--- config.mk ---
export PLATFORM = sky130hd
export DESIGN_NAME = fsp_top
export DESIGN_NICKNAME = d
export VERILOG_FILES = /design/src/common/fsp_pkg.sv /design/src/hdl/fsp_top.sv
export SDC_FILE = /design/constraint.sdc
export NUM_CORES = 1
export LEC_CHECK = 0
export BUFFER_PORTS_ARGS = -buffer_cell sky130_fd_sc_hd__clkbuf_2
export CORE_AREA = 8 8 190 120
export CTS_BUF_LIST = sky130_fd_sc_hd__clkbuf_16
export CTS_CLUSTER_DIAMETER = 40
export DETAILED_ROUTE_END_ITERATION = 7
export DIE_AREA = 0 0 198 128
export HOLD_SLACK_MARGIN = 0.02
export PLACE_DENSITY = 0.66
export SETUP_SLACK_MARGIN = 0.02
export SYNTH_ARGS = -nofsm -noshare
export SYNTH_HDL_FRONTEND = slang
export SYNTH_SLANG_ARGS = --single-unit
--- constraint.sdc ---
create_clock -name core_clk -period 2.55 [get_ports core_clk]
set_input_delay 0.1275 -clock core_clk [delete_from_list [all_inputs] [get_ports core_clk]]
set_output_delay 0.1275 -clock core_clk [all_outputs]
set_load 0.05 [all_outputs]
--- src/common/fsp_pkg.sv ---
// Shared constants and types for the flame supervision and pause block.
package fsp_pkg;

	// Core clock rate and the timer tick derived from it.
	localparam int unsigned CLK_HZ = 200_000_000;
	localparam int unsigned TICK_MS = 1;
	localparam int unsigned TICK_CYCLES_DEF = (CLK_HZ / 1000) * TICK_MS;

	// Flame-loss timeout while paused, in seconds, then in ticks.
	localparam int unsigned FLAME_LOSS_S = 15;
	localparam int unsigned FLAME_LOSS_TICKS_DEF = FLAME_LOSS_S * 1000 / TICK_MS;

	// Longest pause, in minutes, then in ticks.
	localparam int unsigned PAUSE_MAX_MIN = 10;
	localparam int unsigned PAUSE_MAX_TICKS_DEF =
		PAUSE_MAX_MIN * 60 * 1000 / TICK_MS;

	// Monitoring latency budget of the functional flame input.
	localparam int unsigned MON_LATENCY_MS = 250;

	// Input filter time; must stay well inside the latency budget.
	localparam int unsigned FILT_MS = 20;
	localparam int unsigned FILT_TICKS_DEF = FILT_MS / TICK_MS;

	// Tolerated check-input disagreement, covering contact changeover.
	localparam int unsigned INV_TOL_MS = 100;
	localparam int unsigned INV_TOL_TICKS_DEF = INV_TOL_MS / TICK_MS;

	// Half period of the indicator flash pattern.
	localparam int unsigned FLASH_HALF_MS = 250;
	localparam int unsigned FLASH_TICKS_DEF = FLASH_HALF_MS / TICK_MS;

	// Flame-sensing configuration setting.
	localparam int unsigned CFG_W = 8;
	localparam logic [CFG_W-1:0] FLAME_SWITCH_SEL = 8'h01;

	// Bit positions of the pin group.
	localparam int unsigned PIN_N = 4;
	localparam int unsigned PIN_BTN = 0;
	localparam int unsigned PIN_FUNC = 1;
	localparam int unsigned PIN_CHECK = 2;
	localparam int unsigned PIN_RESET = 3;

	// Phase reported by the ignition sequencer.
	typedef enum logic [2:0] {
		FSP_PH_IDLE,
		FSP_PH_PURGE,
		FSP_PH_FIRST_SAFETY,
		FSP_PH_PILOT_PROVE,
		FSP_PH_MAIN_PROVE,
		FSP_PH_FIRING
	} fsp_phase_t;

	// Asynchronous pins from the flame switch and the front panel.
	typedef struct packed {
		logic op_reset;
		logic flame_check;
		logic flame_func;
		logic lockout_btn;
	} fsp_pins_t;

	// Latched lockout causes.
	typedef struct packed {
		logic inverse_check;
		logic pause_timeout;
		logic flame_loss;
	} fsp_cause_t;

	localparam fsp_cause_t CAUSE_NONE = 3'h0;

endpackage

--- src/hdl/fsp_top.sv ---
// Ignition pause supervision and flame-switch monitoring with lockout.
`timescale 1ns/10ps
// What this block does
// (RULE1) In commissioning, a press in first safety time pauses the sequence.
// (RULE2) While paused, flame absent for 15 seconds raises a lockout.
// (RULE3) A pause lasting 10 minutes raises a lockout.
// (RULE4) A second press while paused resumes the sequence where it stopped.
// (RULE5) The lockout indicator flashes for the whole pause.
// (RULE6) Pause also allowed in pilot prove and main flame prove phases.
// (RULE7) Outside commissioning mode the button never pauses the sequence.
// (RULE8) Flame switch sensing is used only when the setting equals 1.
// (RULE9) In switch mode flame presence comes only from the functional input.
// (RULE10) Check input equal to the functional input raises a lockout.
// (RULE11) Functional input monitoring adds at most 250 milliseconds latency.
// (RULE12) The flame switch must respond within 750 milliseconds.
// (RULE13) The switch drives the check input opposite to the functional input.
// (RULE14) Each lockout latches, stops the sequence, waits for operator reset.
module fsp_top
	import fsp_pkg::*;
#(
	parameter int unsigned TICK_CYCLES = TICK_CYCLES_DEF,
	parameter int unsigned FLAME_LOSS_TICKS = FLAME_LOSS_TICKS_DEF,
	parameter int unsigned PAUSE_MAX_TICKS = PAUSE_MAX_TICKS_DEF,
	parameter int unsigned FILT_TICKS = FILT_TICKS_DEF,
	parameter int unsigned INV_TOL_TICKS = INV_TOL_TICKS_DEF,
	parameter int unsigned FLASH_TICKS = FLASH_TICKS_DEF,
	parameter int unsigned TICK_W = 18,
	parameter int unsigned CNT_W = 20
)
(
	input wire logic core_clk,
	input wire logic rst,
	input wire fsp_pins_t pins,
	input wire logic commission_mode,
	input wire logic [CFG_W-1:0] flame_cfg,
	input wire logic flame_det_in,
	input wire fsp_phase_t seq_phase,
	output logic seq_hold,
	output logic seq_stop,
	output logic lockout_led,
	output logic flame_present,
	output fsp_cause_t lockout_cause
);

	typedef enum logic {
		FSP_ST_ARMED,
		FSP_ST_PAUSED
	} fsp_state_t;

	localparam logic [TICK_W-1:0] TICK_LAST = TICK_W'(TICK_CYCLES - 1);
	localparam logic [CNT_W-1:0] FILT_LAST = CNT_W'(FILT_TICKS - 1);
	localparam logic [CNT_W-1:0] LOSS_LAST = CNT_W'(FLAME_LOSS_TICKS - 1);
	localparam logic [CNT_W-1:0] PAUSE_LAST = CNT_W'(PAUSE_MAX_TICKS - 1);
	localparam logic [CNT_W-1:0] INV_LAST = CNT_W'(INV_TOL_TICKS - 1);
	localparam logic [CNT_W-1:0] FLASH_LAST = CNT_W'(FLASH_TICKS - 1);
	localparam logic [CNT_W-1:0] CNT_ZERO = CNT_W'(0);
	localparam logic [CNT_W-1:0] CNT_ONE = CNT_W'(1);
	localparam logic [TICK_W-1:0] TICK_ZERO = TICK_W'(0);
	localparam logic [TICK_W-1:0] TICK_ONE = TICK_W'(1);

	logic [TICK_W-1:0] tick_cnt_reg;
	logic tick_reg;
	logic [PIN_N-1:0] pin_vec;
	logic [PIN_N-1:0] sync1_reg;
	logic [PIN_N-1:0] sync2_reg;
	logic [PIN_N-1:0] filt_reg;
	logic [PIN_N-1:0] filt_dly_reg;
	logic [CNT_W-1:0] filt_cnt_reg [PIN_N];
	logic btn_press;
	logic reset_press;
	logic switch_mode;
	logic flame_next;
	logic pause_ok;
	fsp_state_t state_reg;
	logic [CNT_W-1:0] loss_cnt_reg;
	logic [CNT_W-1:0] pause_cnt_reg;
	logic [CNT_W-1:0] inv_cnt_reg;
	logic [CNT_W-1:0] flash_cnt_reg;
	logic flash_reg;
	logic lockout_reg;
	fsp_cause_t cause_reg;
	fsp_cause_t cause_set;

	assign pin_vec = pins;

	// One tick per millisecond keeps the long timers to narrow counters.
	always_ff @(posedge core_clk)
	begin
		if (rst)
		begin
			tick_cnt_reg <= TICK_ZERO;
			tick_reg <= 1'b0;
		end
		else if (tick_cnt_reg == TICK_LAST)
		begin
			tick_cnt_reg <= TICK_ZERO;
			tick_reg <= 1'b1;
		end
		else
		begin
			tick_cnt_reg <= tick_cnt_reg + TICK_ONE;
			tick_reg <= 1'b0;
		end
	end

	// Every pin is synchronised, then accepted only once stable for the
	// filter time, which bounces buttons and stays far below the budget.
	genvar gi;
	generate
		for (gi = 0; gi < PIN_N; gi++)
		begin : g_pin
			always_ff @(posedge core_clk)
			begin
				if (rst)
				begin
					sync1_reg[gi] <= 1'b0;
					sync2_reg[gi] <= 1'b0;
				end
				else
				begin
					sync1_reg[gi] <= pin_vec[gi];
					sync2_reg[gi] <= sync1_reg[gi];
				end
			end

			always_ff @(posedge core_clk)
			begin
				if (rst)
				begin
					filt_reg[gi] <= 1'b0;
					filt_dly_reg[gi] <= 1'b0;
					filt_cnt_reg[gi] <= CNT_ZERO;
				end
				else
				begin
					filt_dly_reg[gi] <= filt_reg[gi];
					if (sync2_reg[gi] == filt_reg[gi])
						filt_cnt_reg[gi] <= CNT_ZERO;
					else if (tick_reg && filt_cnt_reg[gi] == FILT_LAST) // RULE11
					begin
						filt_reg[gi] <= sync2_reg[gi];
						filt_cnt_reg[gi] <= CNT_ZERO;
					end
					else if (tick_reg)
						filt_cnt_reg[gi] <= filt_cnt_reg[gi] + CNT_ONE;
				end
			end
		end
	endgenerate

	assign btn_press = filt_reg[PIN_BTN] && !filt_dly_reg[PIN_BTN];
	assign reset_press = filt_reg[PIN_RESET] && !filt_dly_reg[PIN_RESET];
	assign switch_mode = (flame_cfg == FLAME_SWITCH_SEL); // RULE8
	assign flame_next = switch_mode ? filt_reg[PIN_FUNC] : flame_det_in; // RULE9

	always_ff @(posedge core_clk)
	begin
		if (rst)
			flame_present <= 1'b0;
		else
			flame_present <= flame_next;
	end

	assign pause_ok = commission_mode && !lockout_reg && // RULE7
		(seq_phase == FSP_PH_FIRST_SAFETY || // RULE1
		seq_phase == FSP_PH_PILOT_PROVE || // RULE6
		seq_phase == FSP_PH_MAIN_PROVE);

	// Leaving commissioning or locking out drops the pause at once, so a
	// run-mode sequence can never be left frozen.
	always_ff @(posedge core_clk)
	begin
		if (rst)
			state_reg <= FSP_ST_ARMED;
		else
		begin
			case (state_reg)
				FSP_ST_ARMED:
					if (btn_press && pause_ok)
						state_reg <= FSP_ST_PAUSED; // RULE1
				FSP_ST_PAUSED:
					if (btn_press || !commission_mode || lockout_reg ||
						cause_set != CAUSE_NONE)
						state_reg <= FSP_ST_ARMED; // RULE4
				default:
					state_reg <= FSP_ST_ARMED;
			endcase
		end
	end

	// Flame-absent time while paused; any flame restarts it.
	always_ff @(posedge core_clk)
	begin
		if (rst || state_reg != FSP_ST_PAUSED || flame_present)
			loss_cnt_reg <= CNT_ZERO;
		else if (tick_reg && loss_cnt_reg != LOSS_LAST)
			loss_cnt_reg <= loss_cnt_reg + CNT_ONE;
	end

	always_ff @(posedge core_clk)
	begin
		if (rst || state_reg != FSP_ST_PAUSED)
			pause_cnt_reg <= CNT_ZERO;
		else if (tick_reg && pause_cnt_reg != PAUSE_LAST)
			pause_cnt_reg <= pause_cnt_reg + CNT_ONE;
	end

	// Both inputs equal means the check is not the complement.
	always_ff @(posedge core_clk)
	begin
		if (rst || !switch_mode || filt_reg[PIN_FUNC] != filt_reg[PIN_CHECK])
			inv_cnt_reg <= CNT_ZERO;
		else if (tick_reg && inv_cnt_reg != INV_LAST)
			inv_cnt_reg <= inv_cnt_reg + CNT_ONE;
	end

	always_comb
	begin
		cause_set = CAUSE_NONE;
		cause_set.flame_loss = state_reg == FSP_ST_PAUSED && tick_reg &&
			!flame_present && loss_cnt_reg == LOSS_LAST; // RULE2
		cause_set.pause_timeout = state_reg == FSP_ST_PAUSED && tick_reg &&
			pause_cnt_reg == PAUSE_LAST; // RULE3
		cause_set.inverse_check = switch_mode && tick_reg &&
			inv_cnt_reg == INV_LAST; // RULE10
	end

	// A new cause in the reset cycle wins over the operator reset.
	always_ff @(posedge core_clk)
	begin
		if (rst)
		begin
			lockout_reg <= 1'b0;
			cause_reg <= CAUSE_NONE;
		end
		else if (cause_set != CAUSE_NONE)
		begin
			lockout_reg <= 1'b1; // RULE14
			cause_reg <= (reset_press ? CAUSE_NONE : cause_reg) | cause_set;
		end
		else if (reset_press)
		begin
			lockout_reg <= 1'b0; // RULE14
			cause_reg <= CAUSE_NONE;
		end
	end

	always_ff @(posedge core_clk)
	begin
		if (rst || state_reg != FSP_ST_PAUSED)
		begin
			flash_cnt_reg <= CNT_ZERO;
			flash_reg <= 1'b0;
		end
		else if (tick_reg && flash_cnt_reg == FLASH_LAST)
		begin
			flash_cnt_reg <= CNT_ZERO;
			flash_reg <= !flash_reg; // RULE5
		end
		else if (tick_reg)
			flash_cnt_reg <= flash_cnt_reg + CNT_ONE;
	end

	always_ff @(posedge core_clk)
	begin
		if (rst)
		begin
			seq_hold <= 1'b0;
			seq_stop <= 1'b0;
			lockout_led <= 1'b0;
			lockout_cause <= CAUSE_NONE;
		end
		else
		begin
			seq_hold <= state_reg == FSP_ST_PAUSED;
			seq_stop <= lockout_reg; // RULE14
			lockout_led <= lockout_reg || (state_reg == FSP_ST_PAUSED && !flash_reg);
			lockout_cause <= cause_reg;
		end
	end
endmodule

* Word level (Yosys, flattened, before mapping)
Memory sizes are Yosys's and may differ from the RTL's.
Cells that the tools add are included.
** Storage, ports and cells
- Logic and storage cells :: 195
- Bits in writable memories :: 80
- Bits in registers :: 126
- Input port bits :: 19
- Memories :: 1
- Output and inout port bits :: 7
** Operators by class
- Bitwise gates (word level) :: 18
- Muxes and demuxes :: 68
- $add $sub $neg :: 9
- Equal/unequal tests :: 21
- Reductions and logical operators :: 45
** Memories
- filt_cnt_reg :: words 4, width 20, rd ports 4, clocked after Yosys merged registers in 0, wr ports 4, RTL line fsp_top.sv:68 : logic [CNT_W-1:0] filt_cnt_reg [PIN_N];
** Operators with widths (number)
- $mux 20 :: 12
- $add 20x1->20 const B :: 8
- $eq 20x5->1 const B :: 4
- $mux 1 :: 53
- $eq 20x14->1 const B :: 1
- $eq 20x20->1 const B :: 1
- $eq 20x7->1 const B :: 1
- $eq 20x8->1 const B :: 1
- $logic_and 1x1->1 :: 20
- $ne 20x14->1 const B :: 1
- $ne 20x20->1 const B :: 1
- $ne 20x7->1 const B :: 1
- $add 18x1->18 const B :: 1
- $eq 18x18->1 const B :: 1
- $or 1x1->1 :: 12
- $logic_or 1x1->1 :: 10
- $eq 8x1->1 const B :: 1
- $reduce_and 2->1 :: 4
- $logic_not 1->1 :: 7
- $eq 3x2->1 const B :: 2
- $mux 3 :: 2
- $not 1->1 :: 5
- $eq 1x1->1 :: 4
- $reduce_or 2->1 :: 2
- other kinds (6) :: 6

* Longest topological paths before layout
- Word-level depth :: 8
- Depth in mapped cells :: 8
- Gate-level depth less buffers :: 7

* Worst setup path after synthesis
Ideal clock, no wire load.
- Path kind :: register to register
- Start :: memory filt_cnt_reg[0][0]
- End :: memory filt_cnt_reg[0][12] (data pin)
- Setup slack :: 608 ps
- Buffers on the path :: 1
- Data required time :: 2293 ps
- Stages on the path, launching flop included :: 8
- Period minus slack after synthesis :: 1942 ps
- Data arrival time :: 1686 ps
- Setup time :: 257 ps
- Cells stage by stage :: edfxtp_1 ha_1 nor4b_1 nand4_1 nor4b_1 or3b_2 buf_2 nor2_1
** RTL lines (RTL line)
- from (decl) :: fsp_top.sv:68

==> metrics.json <==
{
  "min_period_over_period": 0.8523,
  "synthesis.nets": 1055,
  "type_of_the_most_critical_hold_path": "in -> reg",
  "max-vdd-ir-drop_mv": 0.4924,
  "unrepaired_setup_endpoints_after_global_routing": "no",
  "synth_seq_area_share": 0.5064,
  "clk_root_buffer_cell": "clkbuf_16",
  "postSynthRegisterBits": 206,
  "timing.setup.critical_path_class": "reg -> reg",
  "design.core.area_sq_mm": 0.02026,
  "final-max-slew-violation-count": 0,
  "status": "finished clean",
  "vias": 7230,
  "cp.arrival_ps": 2430,
  "worst_pin_slew_ps": 649.5,
  "dpl_worst_slack_ps": 27.78,
  "syn_avg_cell_area_sq_um": 9.479,
  "top_level_ports": 26,
  "grt_overflow": 0,
  "fin_ws_ps": 376.6,
  "initial_core_util": 0.4800,
  "fin_nets": 1104,
  "htree_num_levels": 1,
  "flip_flop_count_of_the_largest_register_all_copies_and_words_added": 80,
  "hold_viol": 0,
  "fin_skew_ps": 11.99,
  "cp-start-kind": "register",
  "syn-cell-area_sq_mm": 0.009726,
  "synth-edff-count": 80,
  "routabilityCongestion": 0.7907,
  "finish.utilization": 0.5480,
  "maximum_number_of_pins_on_one_net_before_global_route_repair": 24,
  "power.density_mw_per_mm2": 636.3,
  "drt_iter0_markers": 500,
  "finish.cell_count_without_fillers": 1372,
  "clockBufferDepth": 3,
  "synth-main-ff-cell": "dfxtp_1",
  "cp_data_required_time_ps": 2800,
  "syn-instance-count": 1026,
  "post_cts.repair.setup_buffers": 0,
  "numCtsBuffers": 25,
  "place.detailed.hpwl_microns": 12690,
  "core.rowCount": 41,
  "globalRouteTotalUtil": 0.1494,
  "tritoncts_num_sinks": 206,
  "vias_per_cell": 5.270,
  "clock_insertion_delay_worst_skew_ps": 510,
  "synth_async_sr_flop_share": 0,
  "fp.dieH_microns": 128,
  "worstSetupEndpointType": "register",
  "path_clk_slew_ps": 60,
  "postRouteWirelength_microns": 18860,
  "report.power.total_mw": 7.066,
  "buffer_ports.inserted": 25,
  "synth.distinct_cells": 53,
  "post-route-min-period_ps": 2173,
  "vias_in_the_first_global_route": 6579,
  "worst_slew_margin_rel": 0.5634,
  "antenna-diode-count": 0,
  "setup_viol_count_final": 0,
  "grt_first_pass_wirelength_microns": 32260,
  "routed_wire_length_per_instance_microns": 13.74,
  "placed_cells": 1319,
  "area_delta_synth_final_pct": 14.18,
  "die_w_microns": 198,
  "timing.fmax_ghz": 0.4601,
  "initial_antenna_violation_count": 0,
  "crit_fanout": 20,
  "setup_total_negative_slack_ps": 0,
  "die_area_sq_mm": 0.02534,
  "route.detailed.drc": 0,
  "synth-warning-count": 0,
  "clock_tree_from_tritoncts": "done",
  "total_leakage_power_nw": 3.772,
  "max-cap-violations": 0,
  "fraction_of_layout_cells_with_a_size_suffix_above_1": 0.08692,
  "drtAntennaViolNets": 0,
  "detailed_routing_iteration_count_for_the_pre_antenna_repair_pass": 5
}
-- worst max-delay path, stage by stage, from the launching register on --
cell and delay, ps:
edfxtp_1 420, ha_1 270, nor4b_1 250, nand4_1 160, nor4b_2 370, or3b_4 360, nor2_1 90
-- placed cells by master (no fill, tap or decap), types with 2 or more instances in the layout --
master / count
clkinv_2: 5
dfxtp_1: 126
bufinv_16: 2
nand4b_1: 2
inv_1: 21
and3_1: 30
a21oi_1: 15
nand3_1: 70
a31oi_1: 4
mux2i_1: 5
nor4_1: 29
or3_1: 13
inv_2: 3
nor4bb_1: 3
clkbuf_16: 26
or2_2: 2
o211ai_1: 3
inv_6: 2
nor4b_1: 6
nor3_1: 25
nor4_2: 2
nand4_1: 54
and2_1: 5
or4_1: 4
ha_1: 10
nand2_1: 64
xnor2_1: 56
clkbuf_2: 25
o21ai_0: 18
nor2_1: 202
xor2_1: 98
nand2b_1: 5
nor2b_1: 15
and4_1: 12
dlygate4sd3_1: 8
edfxtp_1: 80
buf_4: 19
-- cell type report --
cell class / count / area [sq um]
Fill cell: 1805 / 9159
Clock inverter: 19 / 153.9
Clock buffer: 26 / 650.6
Timing Repair Buffer: 52 / 347.8
Inverter: 18 / 67.56
Multi-Input combinational cell: 772 / 4611
Sequential cell: 206 / 4925
Tap cell: 279 / 349.1
-- path summary, 6_finish.rpt --
| check | startpoint | end | slack (ps) | cells after the start |
|---|---|---|---|---|
| max reg2reg | filt_cnt_reg[0][0] | filt_cnt_reg[0][9] | 380 | 6 |
| min reg2reg | sync1_reg[2] | sync2_reg[2] | 430 | 1 |
| max | filt_cnt_reg[0][0] | filt_cnt_reg[0][9] | 380 | 6 |
| min | commission_mode | state_reg | 60 | 4 |
-- cell usage after synthesis (12+ instances only) --
| cell type | number | area, sq um |
|---|---|---|
| nor2_1 | 202 | 758.2 |
| dfxtp_1 | 126 | 2522 |
| xor2_1 | 98 | 858.3 |
| edfxtp_1 | 80 | 2402 |
| nand3_1 | 70 | 350.3 |
| nand2_1 | 64 | 240.2 |
| xnor2_1 | 56 | 490.5 |
| nand4_1 | 54 | 337.8 |
| and3_1 | 30 | 187.7 |
| nor4_1 | 29 | 181.4 |
| nor3_1 | 25 | 125.1 |
| o21ai_0 | 19 | 95.09 |
| clkbuf_1 | 18 | 67.56 |
| inv_1 | 18 | 67.56 |
| a21oi_1 | 15 | 75.07 |
| nor2b_1 | 15 | 93.84 |
| or3_1 | 13 | 81.33 |
| and4_1 | 12 | 105.1 |
-- per-stage QoR --
step | hold slack (ps) | instance area [sq um]
floorplan | 207.6 | 9726
global placement | 346.4 | 10210
detailed placement | 344.5 | 10210
CTS | 48.03 | 11100
global route | 70.05 | 11100
finish | 58.37 | 11100
-- logic make-up after synthesis --
group                    share of synthesized area
AO/OA/AOI/OAI                              0.03126
XOR/XNOR                                    0.1387
adder cells (fa/ha/maj)                    0.01287
buffers and inverters                      0.02045
flip-flops                                  0.5064
multiplexers                              0.006304
AND/OR/NAND/NOR                             0.2841
-- report_power, final --
group	total, mW	internal [mW]	switching (mW)
Combinational	0.127	0.0595	0.0672
Sequential	3.49	3.45	0.0458
Clock	3.45	2.06	1.38
-- per-layer routing --
layer  up-vias  GRT usage  routed length [microns]
met3        23    0.02622                      774
met4         0    0.03062                      297
li1       3725          -                        -
met1      3373     0.2332                    10300
met2       109     0.2096                     7483
met5         -          0                        0
-- what timing repair did --
action | 4_1_cts | 5_1_grt
gates resized for setup | 0 | 2
endpoints found under the hold margin | 6 | 0
hold buffers | 8 | 0
endpoints found under the setup margin | 0 | 20
Power figures use the tool's default switching activity.
